**src/verilog/pfs_pkg.sv**
```systemverilog
// Constants and carrier types for the power stage fault supervisor
package pfs_pkg;
  localparam int unsigned PFS_CLK_MHZ = 200;
  // Per-cycle limiting persistence before overload latch, in microseconds
  localparam int unsigned PFS_CBC_LIMIT_US = 2600;
  localparam int unsigned PFS_CBC_LIMIT_CYC = PFS_CBC_LIMIT_US * PFS_CLK_MHZ;
  // Default short check step length, in microseconds (7.5 ms per uF at 1 uF)
  localparam int unsigned PFS_CHECK_STEP_US = 7500;
  localparam int unsigned PFS_CHECK_STEP_CYC = PFS_CHECK_STEP_US * PFS_CLK_MHZ;
  // Default missing-PWM window, in microseconds
  localparam int unsigned PFS_PWM_LOSS_US = 50;
  localparam int unsigned PFS_PWM_LOSS_CYC = PFS_PWM_LOSS_US * PFS_CLK_MHZ;
  localparam int unsigned PFS_NCH = 4;
  // Output configuration codes
  typedef enum logic [1:0] {
    PFS_BRIDGED = 2'h0,
    PFS_PAR_BRIDGED = 2'h1,
    PFS_SINGLE_ENDED = 2'h2
  } pfs_mode_t;
  // Short check sequence states, one-hot
  typedef enum logic [3:0] {
    PFS_CHK_GND = 4'h1,
    PFS_CHK_SUP = 4'h2,
    PFS_CHK_HOLD = 4'h4,
    PFS_CHK_DONE = 4'h8
  } pfs_chk_t;
  // Per-channel detector bundle
  typedef struct packed {
    logic [PFS_NCH-1:0] overcurrent_trip;
    logic [PFS_NCH-1:0] bootstrap_cap_low;
    logic [PFS_NCH-1:0] short_gnd;
    logic [PFS_NCH-1:0] short_sup;
  } pfs_chan_det_t;
  // Global detector bundle
  typedef struct packed {
    logic warn_temp;
    logic thermal_trip;
    logic main_low;
    logic gate_low;
    logic stage_low;
    logic analog_low;
  } pfs_glob_det_t;
endpackage : pfs_pkg

```
**src/verilog/pfs_supervisor.sv**
```systemverilog
// Fault supervisor top: short check, thermal, supply, overcurrent, PWM loss
`timescale 1ns/100ps
module pfs_supervisor import pfs_pkg::*; #(
  parameter int unsigned CHECK_STEP_CYC = PFS_CHECK_STEP_CYC,
  parameter int unsigned CBC_LIMIT_CYC = PFS_CBC_LIMIT_CYC,
  parameter int unsigned PWM_LOSS_CYC = PFS_PWM_LOSS_CYC
) (
  input wire logic mclk_in,
  input wire logic rst_in,
  input wire logic ce_in,
  input wire logic por_in,
  input wire logic reset_n_in,
  input wire pfs_mode_t mode_in,
  input wire logic latched_oc_mode_in,
  input wire logic [PFS_NCH-1:0] pwm_in,
  input wire pfs_chan_det_t chan_det_in,
  input wire pfs_glob_det_t glob_det_in,
  output logic [PFS_NCH-1:0] hs_on_out,
  output logic [PFS_NCH-1:0] ls_on_out,
  output logic [PFS_NCH-1:0] hiz_out,
  output logic fault_oe_out,
  output logic fault_o_out,
  output logic warn_oe_out,
  output logic warn_o_out
);
  initial begin
    if (CHECK_STEP_CYC < 1 || CBC_LIMIT_CYC < 1 || PWM_LOSS_CYC < 2) begin
      $error("pfs_supervisor: counts out of range");
    end
  end

  localparam int CW = 32;
  localparam int DW = $bits(pfs_chan_det_t) + $bits(pfs_glob_det_t) + PFS_NCH + 2;

  // Two-stage synchroniser for every asynchronous input
  logic [DW-1:0] sync1_reg;
  logic [DW-1:0] sync2_reg;
  always_ff @(posedge mclk_in or posedge rst_in) begin
    if (rst_in) begin
      sync1_reg <= '0;
      sync2_reg <= '0;
    end else if (ce_in) begin
      sync1_reg <= {chan_det_in, glob_det_in, pwm_in, reset_n_in, por_in};
      sync2_reg <= sync1_reg;
    end
  end

  // Unpacked views of the synchronised inputs
  pfs_chan_det_t cd;
  pfs_glob_det_t gd;
  logic [PFS_NCH-1:0] pwm_s;
  logic rstn_s;
  logic por_s;
  assign {cd, gd, pwm_s, rstn_s, por_s} = sync2_reg;

  // Reset pin edge tracking; a rising edge clears latched faults
  logic rstn_d_reg;
  logic rstn_rise;
  always_ff @(posedge mclk_in or posedge rst_in) begin
    if (rst_in) begin
      rstn_d_reg <= 1'b0;
    end else if (ce_in) begin
      rstn_d_reg <= rstn_s;
    end
  end
  assign rstn_rise = rstn_s && !rstn_d_reg;

  // Short check sequencer; power-on clear or rst_in restarts it, never the reset pin
  pfs_chk_t chk_reg;
  logic [CW-1:0] chk_cnt_reg;
  logic chk_busy;
  logic chk_short;
  assign chk_busy = (chk_reg != PFS_CHK_DONE);
  assign chk_short = (chk_reg == PFS_CHK_HOLD);
  always_ff @(posedge mclk_in or posedge rst_in) begin
    if (rst_in) begin
      chk_reg <= PFS_CHK_GND;
      chk_cnt_reg <= '0;
    end else if (ce_in) begin
      if (por_s) begin
        chk_reg <= PFS_CHK_GND;
        chk_cnt_reg <= '0;
      end else begin
        unique case (chk_reg)
          PFS_CHK_GND: begin
            if (mode_in == PFS_SINGLE_ENDED) begin
              chk_reg <= PFS_CHK_DONE;
            end else if (|cd.short_gnd) begin
              chk_reg <= PFS_CHK_HOLD;
            end else if (chk_cnt_reg == CW'(CHECK_STEP_CYC - 1)) begin
              chk_reg <= PFS_CHK_SUP;
              chk_cnt_reg <= '0;
            end else begin
              chk_cnt_reg <= chk_cnt_reg + 1'b1;
            end
          end
          PFS_CHK_SUP: begin
            if (|cd.short_sup) begin
              chk_reg <= PFS_CHK_HOLD;
            end else if (chk_cnt_reg == CW'(CHECK_STEP_CYC - 1)) begin
              chk_reg <= PFS_CHK_DONE;
              chk_cnt_reg <= '0;
            end else begin
              chk_cnt_reg <= chk_cnt_reg + 1'b1;
            end
          end
          PFS_CHK_HOLD: begin
            // Retest from the first step once the short has cleared
            if (!(|cd.short_gnd) && !(|cd.short_sup)) begin
              chk_reg <= PFS_CHK_GND;
              chk_cnt_reg <= '0;
            end
          end
          PFS_CHK_DONE: begin
            chk_reg <= PFS_CHK_DONE;
          end
        endcase
      end
    end
  end

  // Supply undervoltage is global and self-clearing
  logic uv_glob;
  assign uv_glob = gd.main_low | gd.gate_low | gd.stage_low | gd.analog_low | por_s;

  // Thermal trip latch; cleared by a reset rising edge, set wins over clear
  logic therm_lat_reg;
  always_ff @(posedge mclk_in or posedge rst_in) begin
    if (rst_in) begin
      therm_lat_reg <= 1'b0;
    end else if (ce_in) begin
      if (gd.thermal_trip) begin
        therm_lat_reg <= 1'b1;
      end else if (rstn_rise || por_s) begin
        therm_lat_reg <= 1'b0;
      end
    end
  end

  // Half-clock-rate toggle used for per-cycle flipping
  logic flip_reg;
  always_ff @(posedge mclk_in or posedge rst_in) begin
    if (rst_in) begin
      flip_reg <= 1'b0;
    end else if (ce_in) begin
      flip_reg <= ~flip_reg;
    end
  end

  // Per-channel overcurrent, overload and PWM loss logic
  logic [PFS_NCH-1:0] ovl_lat_reg;
  logic [PFS_NCH-1:0] pwm_lost_reg;
  logic [PFS_NCH-1:0] ch_fault;
  logic [CW-1:0] cbc_cnt_reg [PFS_NCH];
  logic [CW-1:0] idle_cnt_reg [PFS_NCH];
  logic [PFS_NCH-1:0] pwm_d_reg;
  logic [PFS_NCH-1:0] oc_limiting;

  for (genvar i = 0; i < PFS_NCH; i++) begin : g_ch
    // Overload guard: latched mode trips at once, per-cycle mode after persistence
    always_ff @(posedge mclk_in or posedge rst_in) begin
      if (rst_in) begin
        ovl_lat_reg[i] <= 1'b0;
        cbc_cnt_reg[i] <= '0;
      end else if (ce_in) begin
        if (por_s) begin
          ovl_lat_reg[i] <= 1'b0;
          cbc_cnt_reg[i] <= '0;
        end else begin
          if (cd.overcurrent_trip[i]) begin
            cbc_cnt_reg[i] <= cbc_cnt_reg[i] + 1'b1;
          end else begin
            cbc_cnt_reg[i] <= '0;
          end
          if (latched_oc_mode_in && cd.overcurrent_trip[i]) begin
            ovl_lat_reg[i] <= 1'b1;
          end else if (cd.overcurrent_trip[i] && cbc_cnt_reg[i] >= CW'(CBC_LIMIT_CYC - 1)) begin
            ovl_lat_reg[i] <= 1'b1;
          end else if (rstn_rise) begin
            ovl_lat_reg[i] <= 1'b0;
          end
        end
      end
    end

    // Missing PWM: no edge within the window marks the channel idle
    always_ff @(posedge mclk_in or posedge rst_in) begin
      if (rst_in) begin
        pwm_d_reg[i] <= 1'b0;
        idle_cnt_reg[i] <= '0;
        pwm_lost_reg[i] <= 1'b1;
      end else if (ce_in) begin
        pwm_d_reg[i] <= pwm_s[i];
        if (pwm_s[i] != pwm_d_reg[i]) begin
          idle_cnt_reg[i] <= '0;
          pwm_lost_reg[i] <= 1'b0;
        end else if (idle_cnt_reg[i] == CW'(PWM_LOSS_CYC - 1)) begin
          pwm_lost_reg[i] <= 1'b1;
        end else begin
          idle_cnt_reg[i] <= idle_cnt_reg[i] + 1'b1;
        end
      end
    end

    assign oc_limiting[i] = cd.overcurrent_trip[i] && !latched_oc_mode_in;
    assign ch_fault[i] = ovl_lat_reg[i] | pwm_lost_reg[i];
  end

  // Map channel faults onto shut-off groups by output configuration
  logic [PFS_NCH-1:0] ch_off;
  always_comb begin
    if (mode_in == PFS_PAR_BRIDGED) begin
      ch_off = {PFS_NCH{|ch_fault}};
    end else begin
      ch_off = {{2{|ch_fault[3:2]}}, {2{|ch_fault[1:0]}}};
    end
  end

  // Global shut-off conditions
  logic glob_off;
  logic all_lost;
  assign all_lost = &pwm_lost_reg;
  assign glob_off = chk_busy | uv_glob | therm_lat_reg | all_lost | !rstn_s;

  // Reported fault: check, supply, thermal latch or overload
  logic fault_rep;
  assign fault_rep = chk_busy | uv_glob | therm_lat_reg | (|ovl_lat_reg);

  // Bridge drive registers
  always_ff @(posedge mclk_in or posedge rst_in) begin
    if (rst_in) begin
      hiz_out <= {PFS_NCH{1'b1}};
      hs_on_out <= '0;
      ls_on_out <= '0;
    end else if (ce_in) begin
      for (int k = 0; k < PFS_NCH; k++) begin
        if (glob_off || ch_off[k]) begin
          hiz_out[k] <= 1'b1;
          hs_on_out[k] <= 1'b0;
          ls_on_out[k] <= 1'b0;
        end else begin
          hiz_out[k] <= 1'b0;
          if (oc_limiting[k]) begin
            // Flip state every cycle from flip_reg, ignoring the commanded level, unreported
            hs_on_out[k] <= flip_reg && !cd.bootstrap_cap_low[k];
            ls_on_out[k] <= !flip_reg;
          end else begin
            hs_on_out[k] <= pwm_s[k] && !cd.bootstrap_cap_low[k];
            ls_on_out[k] <= !pwm_s[k];
          end
        end
      end
    end
  end

  // Open-drain fault and warning pins; enable high pulls the pin low
  always_ff @(posedge mclk_in or posedge rst_in) begin
    if (rst_in) begin
      fault_oe_out <= 1'b0;
      fault_o_out <= 1'b0;
      warn_oe_out <= 1'b0;
      warn_o_out <= 1'b0;
    end else if (ce_in) begin
      fault_o_out <= 1'b0;
      warn_o_out <= 1'b0;
      if (chk_busy) begin
        fault_oe_out <= 1'b1;
      end else if (!rstn_s) begin
        fault_oe_out <= 1'b0;
      end else begin
        fault_oe_out <= fault_rep;
      end
      warn_oe_out <= gd.warn_temp | therm_lat_reg;
    end
  end
endmodule : pfs_supervisor
```
**config.mk**
```make
export PLATFORM = sky130hd
export DESIGN_NAME = pfs_supervisor
export DESIGN_NICKNAME = d
export VERILOG_FILES = /design/src/verilog/pfs_pkg.sv /design/src/verilog/pfs_supervisor.sv
export SDC_FILE = /design/constraint.sdc
export NUM_CORES = 1
export LEC_CHECK = 0
export BUFFER_PORTS_ARGS = -buffer_cell sky130_fd_sc_hd__buf_4
export CAP_MARGIN = 30
export CORE_MARGIN = 2
export CORE_UTILIZATION = 60
export DETAILED_ROUTE_END_ITERATION = 8
export GPL_TIMING_DRIVEN = 0
export PLACE_DENSITY = 0.86
export SLEW_MARGIN = 20
export SYNTH_ARGS = -nofsm -noshare
export SYNTH_HDL_FRONTEND = slang
export SYNTH_SLANG_ARGS = --single-unit
export TNS_END_PERCENT = 10
```
**constraint.sdc**
```tcl
create_clock -name mclk_in -period 15.06 [get_ports mclk_in]
set_input_delay 0 -clock mclk_in [delete_from_list [all_inputs] [get_ports mclk_in]]
set_output_delay 0 -clock mclk_in [all_outputs]
set_load 0.01 [all_outputs]
```
==> results of run 1 <==
==> kinds of logic (layout without fill, tap and decap cells) <==
family	count (synthesis)	count (layout)	share of synthesized area, %
DFF	375	375	47.9
adders and majority gates	9	9	0.575
xor gates and xnor gates	170	170	7.60
and+or+nand+nor	969	969	25.9
other	1	2	0.0191
AOI/OAI and AO/OA	298	298	10.5
muxes	77	77	4.34
buffers and inverters	156	317	3.13
==> power by group <==
group	switching (W)	internal, W	total [W]	leakage, nW
Sequential	0.0000824	0.00108	0.00116	4.99
Combinational	0.000233	0.000143	0.000376	3.53
Clock	0.000415	0.000600	0.00102	0.653
==> how the worst min path moves through the flow <==
stage	from	to	slack, ns	cells after the start
after floorplan	por_in	sync1_reg[0]	0.15	1
after global placement	chan_det_in[7]	sync1_reg[19]	0.23	2
after detailed placement	rst_in	cbc_cnt_reg[106]	-0.02	2
after CTS	mode_in[1]	chk_reg[3]	0.08	4
after global routing	mode_in[1]	chk_reg[3]	0.11	4
final	mode_in[1]	chk_reg[3]	0.10	4
==> per-layer routing <==
metal / vias to the layer above / global-route usage, %
met5: - / 0
met4: 0 / 13.3
met3: 155 / 5.39
met2: 773 / 49.6
met1: 8415 / 40.8
li1: 7797 / -
==> cell type report <==
cell class              instances  area [sq um]  area share, %
multi-input cells            1525          9600           43.0
flip-flops and latches        375          9390           42.1
clock buffers                  57          1150           5.14
repair buffers                 89           811           3.63
well taps                     442           553           2.48
plain buffers                 100           403           1.81
inverters                      56           218          0.976
clock inverters                15           191          0.858
==> repair_timing <==
item / in CTS / in global routing
setup endpoints to repair: 0 / 0
endpoints found under the hold margin: 234 / 0
resized for setup: 0 / 0
hold buffers: 31 / 0
==> worst max-delay path, cell delays in order, from the launching register on <==
cell and delay [ns]:
dfrtp_1 0.43, or4_1 0.55, or4_1 0.48, nor3_1 0.42, or3_1 0.18, clkbuf_1 0.20
clkbuf_1 0.44, o22ai_1 0.15
==> placed cells by master (no fill, tap or decap), drive strengths merged, types with 32 or more instances in the layout <==
master	instances
nor2	240
clkbuf	144
and3	53
o21ai	62
mux2	64
nand3	126
and4	32
nand4	106
dfrtp	368
buf	71
a21oi	54
nand2	144
or3	33
nor4	77
xnor2	52
nor3	47
xor2	118
inv	56
==> stage by stage <==
stage | instance area [sq um] | hold WS [ns] | power [W]
floorplan | 19600 | 0.152 | 0.00142
global placement | 20500 | 0.234 | 0.00151
detailed placement | 20600 | -0.0216 | 0.00154
CTS | 22300 | 0.0759 | 0.00255
global route | 22300 | 0.108 | 0.00265
finish | 22300 | 0.101 | 0.00256
==> flow_metrics.tcl, run 1 <==
set metrics [dict create \
    yosys.area.top_type_share_pct 47.0 \
    drive_gt1_share_pct 9.88 \
    timing.final.ws_setup_ns 12.07 \
    wl_met3_microns 3810 \
    setup_viol 0 \
    startpoint_type "register" \
    floorplan.initialDensity_pct 60.5 \
    reg2reg_to "chk_cnt_reg[18]" \
    numCtsBuffers 40 \
    clock_skew_ns 0.0140 \
    synth-seq-cells 375 \
    grt_pass1_wl_microns 84800 \
    synthToLayoutAreaGrowth_pct 13.9 \
    ios 50 \
    firstDrtPassIters 6 \
    final_antenna_net_count 0 \
    r2r_setup_slack_ns 12.07 \
    crit_end "chk_cnt_reg[18]" \
    core_area_sq_mm 0.0324 \
    power.density_mw_per_mm2 115 \
    wl_per_cell_microns 19.4 \
    cp.arrival_ns 3.38 \
    worstPathRequired_ns 15.45 \
    slew_violations 0 \
    path_max_fanout 10 \
    drcViolationCount 0 \
    grt.overflow.total 0 \
    portBuffers 47 \
    netlist_area_sq_mm 0.0196 \
    rows 66 \
    hp-class "input port to register" \
    status "finished, final reports clean" \
    die_height_microns 185 \
    place_inst 2553 \
    die_x_microns 185 \
    final_util_pct 68.9 \
    leakage_nw 9.18 \
    top_layer "met4" \
    synth.cells.most_frequent "dfrtp_1 (368), nor2_1 (240), nand2_1 (144)" \
    ys_async_sr_fraction_pct 100 \
    synth_edf_count 0 \
    antenna_cells 0 \
    clkTransAtPathRegs_ns 0.06 \
    finalCriticalPeriod_ns 2.99 \
    crit_path_end_kind "register" \
    hold_violations 0 \
    reg2reg_depth 7 \
    grt_start_max_net_pins 104 \
    synth.most_common_cell "dfrtp_1" \
    met1Wirelength_microns 21200 \
    yosysSeqAreaShare_pct 47.9 \
    fin_nets 2230 \
    antenna_found_initial 0 \
    dieArea_sq_mm 0.0341 \
    peakVddDrop_uv 110 \
    fmax_mhz 335 \
    slew_headroom_pct 32.3 \
    place.gp.congestion 0.925 \
    finalCritPeriodShare_pct 19.8 \
    crit_start "chk_cnt_reg[28]" \
    drt-vias-per-instance 6.45 \
    fin_tns_setup_ns 0 \
    rsz0062_at_grt "false" \
    regToRegStartpoint "chk_cnt_reg[28]" \
    grt_pass1_vias 16812 \
    max_slew.worst_pin.slew_ns 1.01 \
    fin_cells 2659 \
    maxCapViolations 0 \
    fill_cells 2401 \
    syn_avg_cell_area_sq_um 9.53 \
    hpwl_microns 34100 \
    grt_usage_pct 30.7 \
    yosys.area.top_type "dfrtp_1" \
    insertion_delay_ns 0.54 \
    netlist_instances 2055 \
    synthFlopType "dfrtp_1" \
    crit_type "register to register" \
    cts-htree-levels 2 \
    dp_slack_ns 11.79 \
    netlist_top_cells_area "dfrtp_1 (47%), xor2_1 (5.3%), nor2_1 (4.6%)" \
    routed-wl-met2_microns 24400 \
    cts_max_path_buffers 3 \
    drtIter0Drc 2125 \
    cts_tree "done" \
    yosys_warnings 0 \
    post_cts_buffers 0 \
    clock-sinks 375 \
    clock-root-buffer "clkbuf_16" \
    synth_cell_types 65 \
    wl_microns 51500 \
    vias 17140 \
]
Note: power is estimated with default switching activity, not from simulation.
==> inputs of run 2 (changes only) <==
- CORE_UTILIZATION: 60 -> 57
- clock period: 15.06 -> 2.71 ns (I/O delays scaled with it)
==> run 2 against run 1 <==
Against the previous run: setup slack worse by 12 ns; register-to-register slack worse by 12 ns; highest routed layer unchanged; wire length is 0.53% higher; critical path depth is the same; cell count is 0.53% higher.
==> flow_metrics.tcl, run 2 (synthesis gave the netlist of run 1 again) <==
set metrics [dict create \
    numCtsBuffers 41 \
    hold_violations 0 \
    cts_max_path_buffers 3 \
    synthToLayoutAreaGrowth_pct 14.7 \
    clock-sinks 375 \
    cp.arrival_ns 3.04 \
    portBuffers 47 \
    final_antenna_net_count 0 \
    crit_path_end_kind "register" \
    core_area_sq_mm 0.0337 \
    firstDrtPassIters 6 \
    status "finished, final reports clean" \
    p_sw_w 0.00406 \
    drt-vias-per-instance 6.43 \
    cp_slowest_cell "or4b_4" \
    wl_per_cell_microns 19.4 \
    cp_num_cells 7 \
    crit_type "register to register" \
    startpoint_type "register" \
    drcViolationCount 0 \
    regArea_sq_mm 0.00939 \
    drive_gt1_share_pct 10.7 \
    grt_pass1_vias 16838 \
    die_height_microns 189 \
    setup_viol 0 \
    vias 17195 \
    layout_common_cells "dfrtp_1 (368), nor2_1 (240), nand2_1 (144)" \
    ios 50 \
    floorplan.initialDensity_pct 58.1 \
    antenna_cells 0 \
    power.density_mw_per_mm2 625 \
    clkTransAtPathRegs_ns 0.06 \
    dieArea_sq_mm 0.0359 \
    finalCriticalPeriod_ns 2.59 \
    multi_input_area_sq_mm 0.00966 \
    p_comb_share_pct 15.2 \
    final_common_cell "dfrtp_1" \
    dp_slack_ns -0.531 \
    slew_headroom_pct 37.7 \
    grt_start_max_net_pins 36 \
    critPathTopFamily "simple AND/OR/NAND/NOR gates" \
    post_cts_buffers 0 \
    whs_ns 0.0373 \
    clock_skew_ns 0.0237 \
    max_slew.worst_pin.slew_ns 0.927 \
    insertion_delay_ns 0.56 \
    p_seq_share_pct 46.2 \
    grt_usage_pct 29.2 \
    grt.overflow.total 0 \
    fill_cells 2483 \
    place.gp.congestion 0.944 \
    path_max_fanout 10 \
    timing.final.ws_setup_ns 0.118 \
    cts_tree "done" \
    rows 67 \
    fin_nets 2237 \
    clock-root-buffer "clkbuf_16" \
    reg2reg_depth 7 \
    power_frac_clock_pct 38.6 \
    slew_violations 0 \
    maxCapViolations 0 \
    worstPathRequired_ns 3.16 \
    cts-htree-levels 2 \
    intPower_w 0.00998 \
    peakVddDrop_uv 552 \
    hp-class "input port to asynchronous set/reset pin" \
    final_util_pct 66.7 \
    crit_chain "buf_2 -> or4b_4 -> nor2b_1 -> a311o_2 -> or3_4 -> buf_6 -> o41ai_2" \
    finalCritPeriodShare_pct 95.6 \
    stdcell_area_sq_mm 0.0225 \
    die_x_microns 189 \
    antenna_found_initial 0 \
    hpwl_microns 34900 \
    drtIter0Drc 1924 \
    cpPeakStageDelay_ns 0.53 \
    fmax_mhz 386 \
    dpl_cell_area_sq_mm 0.0208 \
    crit_buf_inv 2 \
    grt_pass1_wl_microns 85700 \
    leakage_nw 9.27 \
    wl_microns 51700 \
    switching_share_pct 28.9 \
]
-- run 2: cell types whose count changed in the layout (fill, tap and decap cells not counted), moves of 2 or more --
| cell | before | now |
|---|---|---|
| nor4_1 | 75 | 71 |
| buf_2 | 8 | 6 |
| buf_12 | 0 | 11 |
| bufinv_16 | 4 | 1 |
| clkbuf_1 | 95 | 92 |
| clkbuf_2 | 2 | 6 |
| clkinv_4 | 3 | 0 |
| clkbuf_4 | 0 | 2 |
| buf_16 | 4 | 1 |
| nor4_4 | 0 | 2 |
| clkinv_2 | 6 | 8 |
| nor4_2 | 2 | 4 |
-- run 2: cell type report --
type / instances / area share (%)
multi-input combinational: 1525 / 43.0
sequential: 375 / 41.8
clock buffer: 62 / 5.32
timing repair buffer: 96 / 4.17
tap: 448 / 2.49
buffer: 99 / 1.83
inverter: 56 / 0.952
clock inverter: 12 / 0.451
-- run 2: power by group through the flow --
stage               combinational, W  sequential [W]  clock (W)
finish                       0.00213         0.00649    0.00543
global route                 0.00235         0.00654    0.00570
CTS                          0.00209         0.00646    0.00547
detailed placement           0.00202         0.00654          0
global placement             0.00189         0.00651          0
floorplan                    0.00148         0.00641          0
-- run 2: timing repair --
action	CTS	global route
setup endpoints to repair	31	51
resized for setup	4	21
hold buffers	30	0
hold endpoints to repair	183	0
pin swaps	0	1
-- run 2: final timing paths --
path                       slack (ns)          endpoint    startpoint
max                              0.12   chk_cnt_reg[26]    chk_reg[1]
min                              0.04  idle_cnt_reg[24]        rst_in
max reg2reg                      0.12   chk_cnt_reg[26]    chk_reg[1]
min reg2reg                      0.50      sync2_reg[3]  sync1_reg[3]
max in group asynchronous        1.42        chk_reg[0]        rst_in
min in group mclk_in             0.12        chk_reg[3]    mode_in[1]
-- run 2: through the flow --
stage / power [W] / TNS (ns) / std cells
6_report: 0.0140 / 0 / 2673
5_1_grt: 0.0146 / -0.00442 / 2673
4_1_cts: 0.0140 / 0 / 2670
3_5_place_dp: 0.00856 / -11.27 / 2566
3_3_place_gp: 0.00841 / -1602.96 / 2551
2_1_floorplan: 0.00789 / -860.50 / 2056
-- run 2: worst min-delay path, delay by kind of cell --
kind     cells  cell delay (ns)
buf+inv      3             1.00
-- run 2: per-layer routing --
layer / GRT usage, % / part of all wire [%] / wire, microns
met1: 38.8 / 40 / 20900
met2: 46.9 / 47 / 24500
met3: 5.49 / 8.5 / 4390
met4: 13.3 / 3.9 / 2020
met5: 0 / 0 / 0
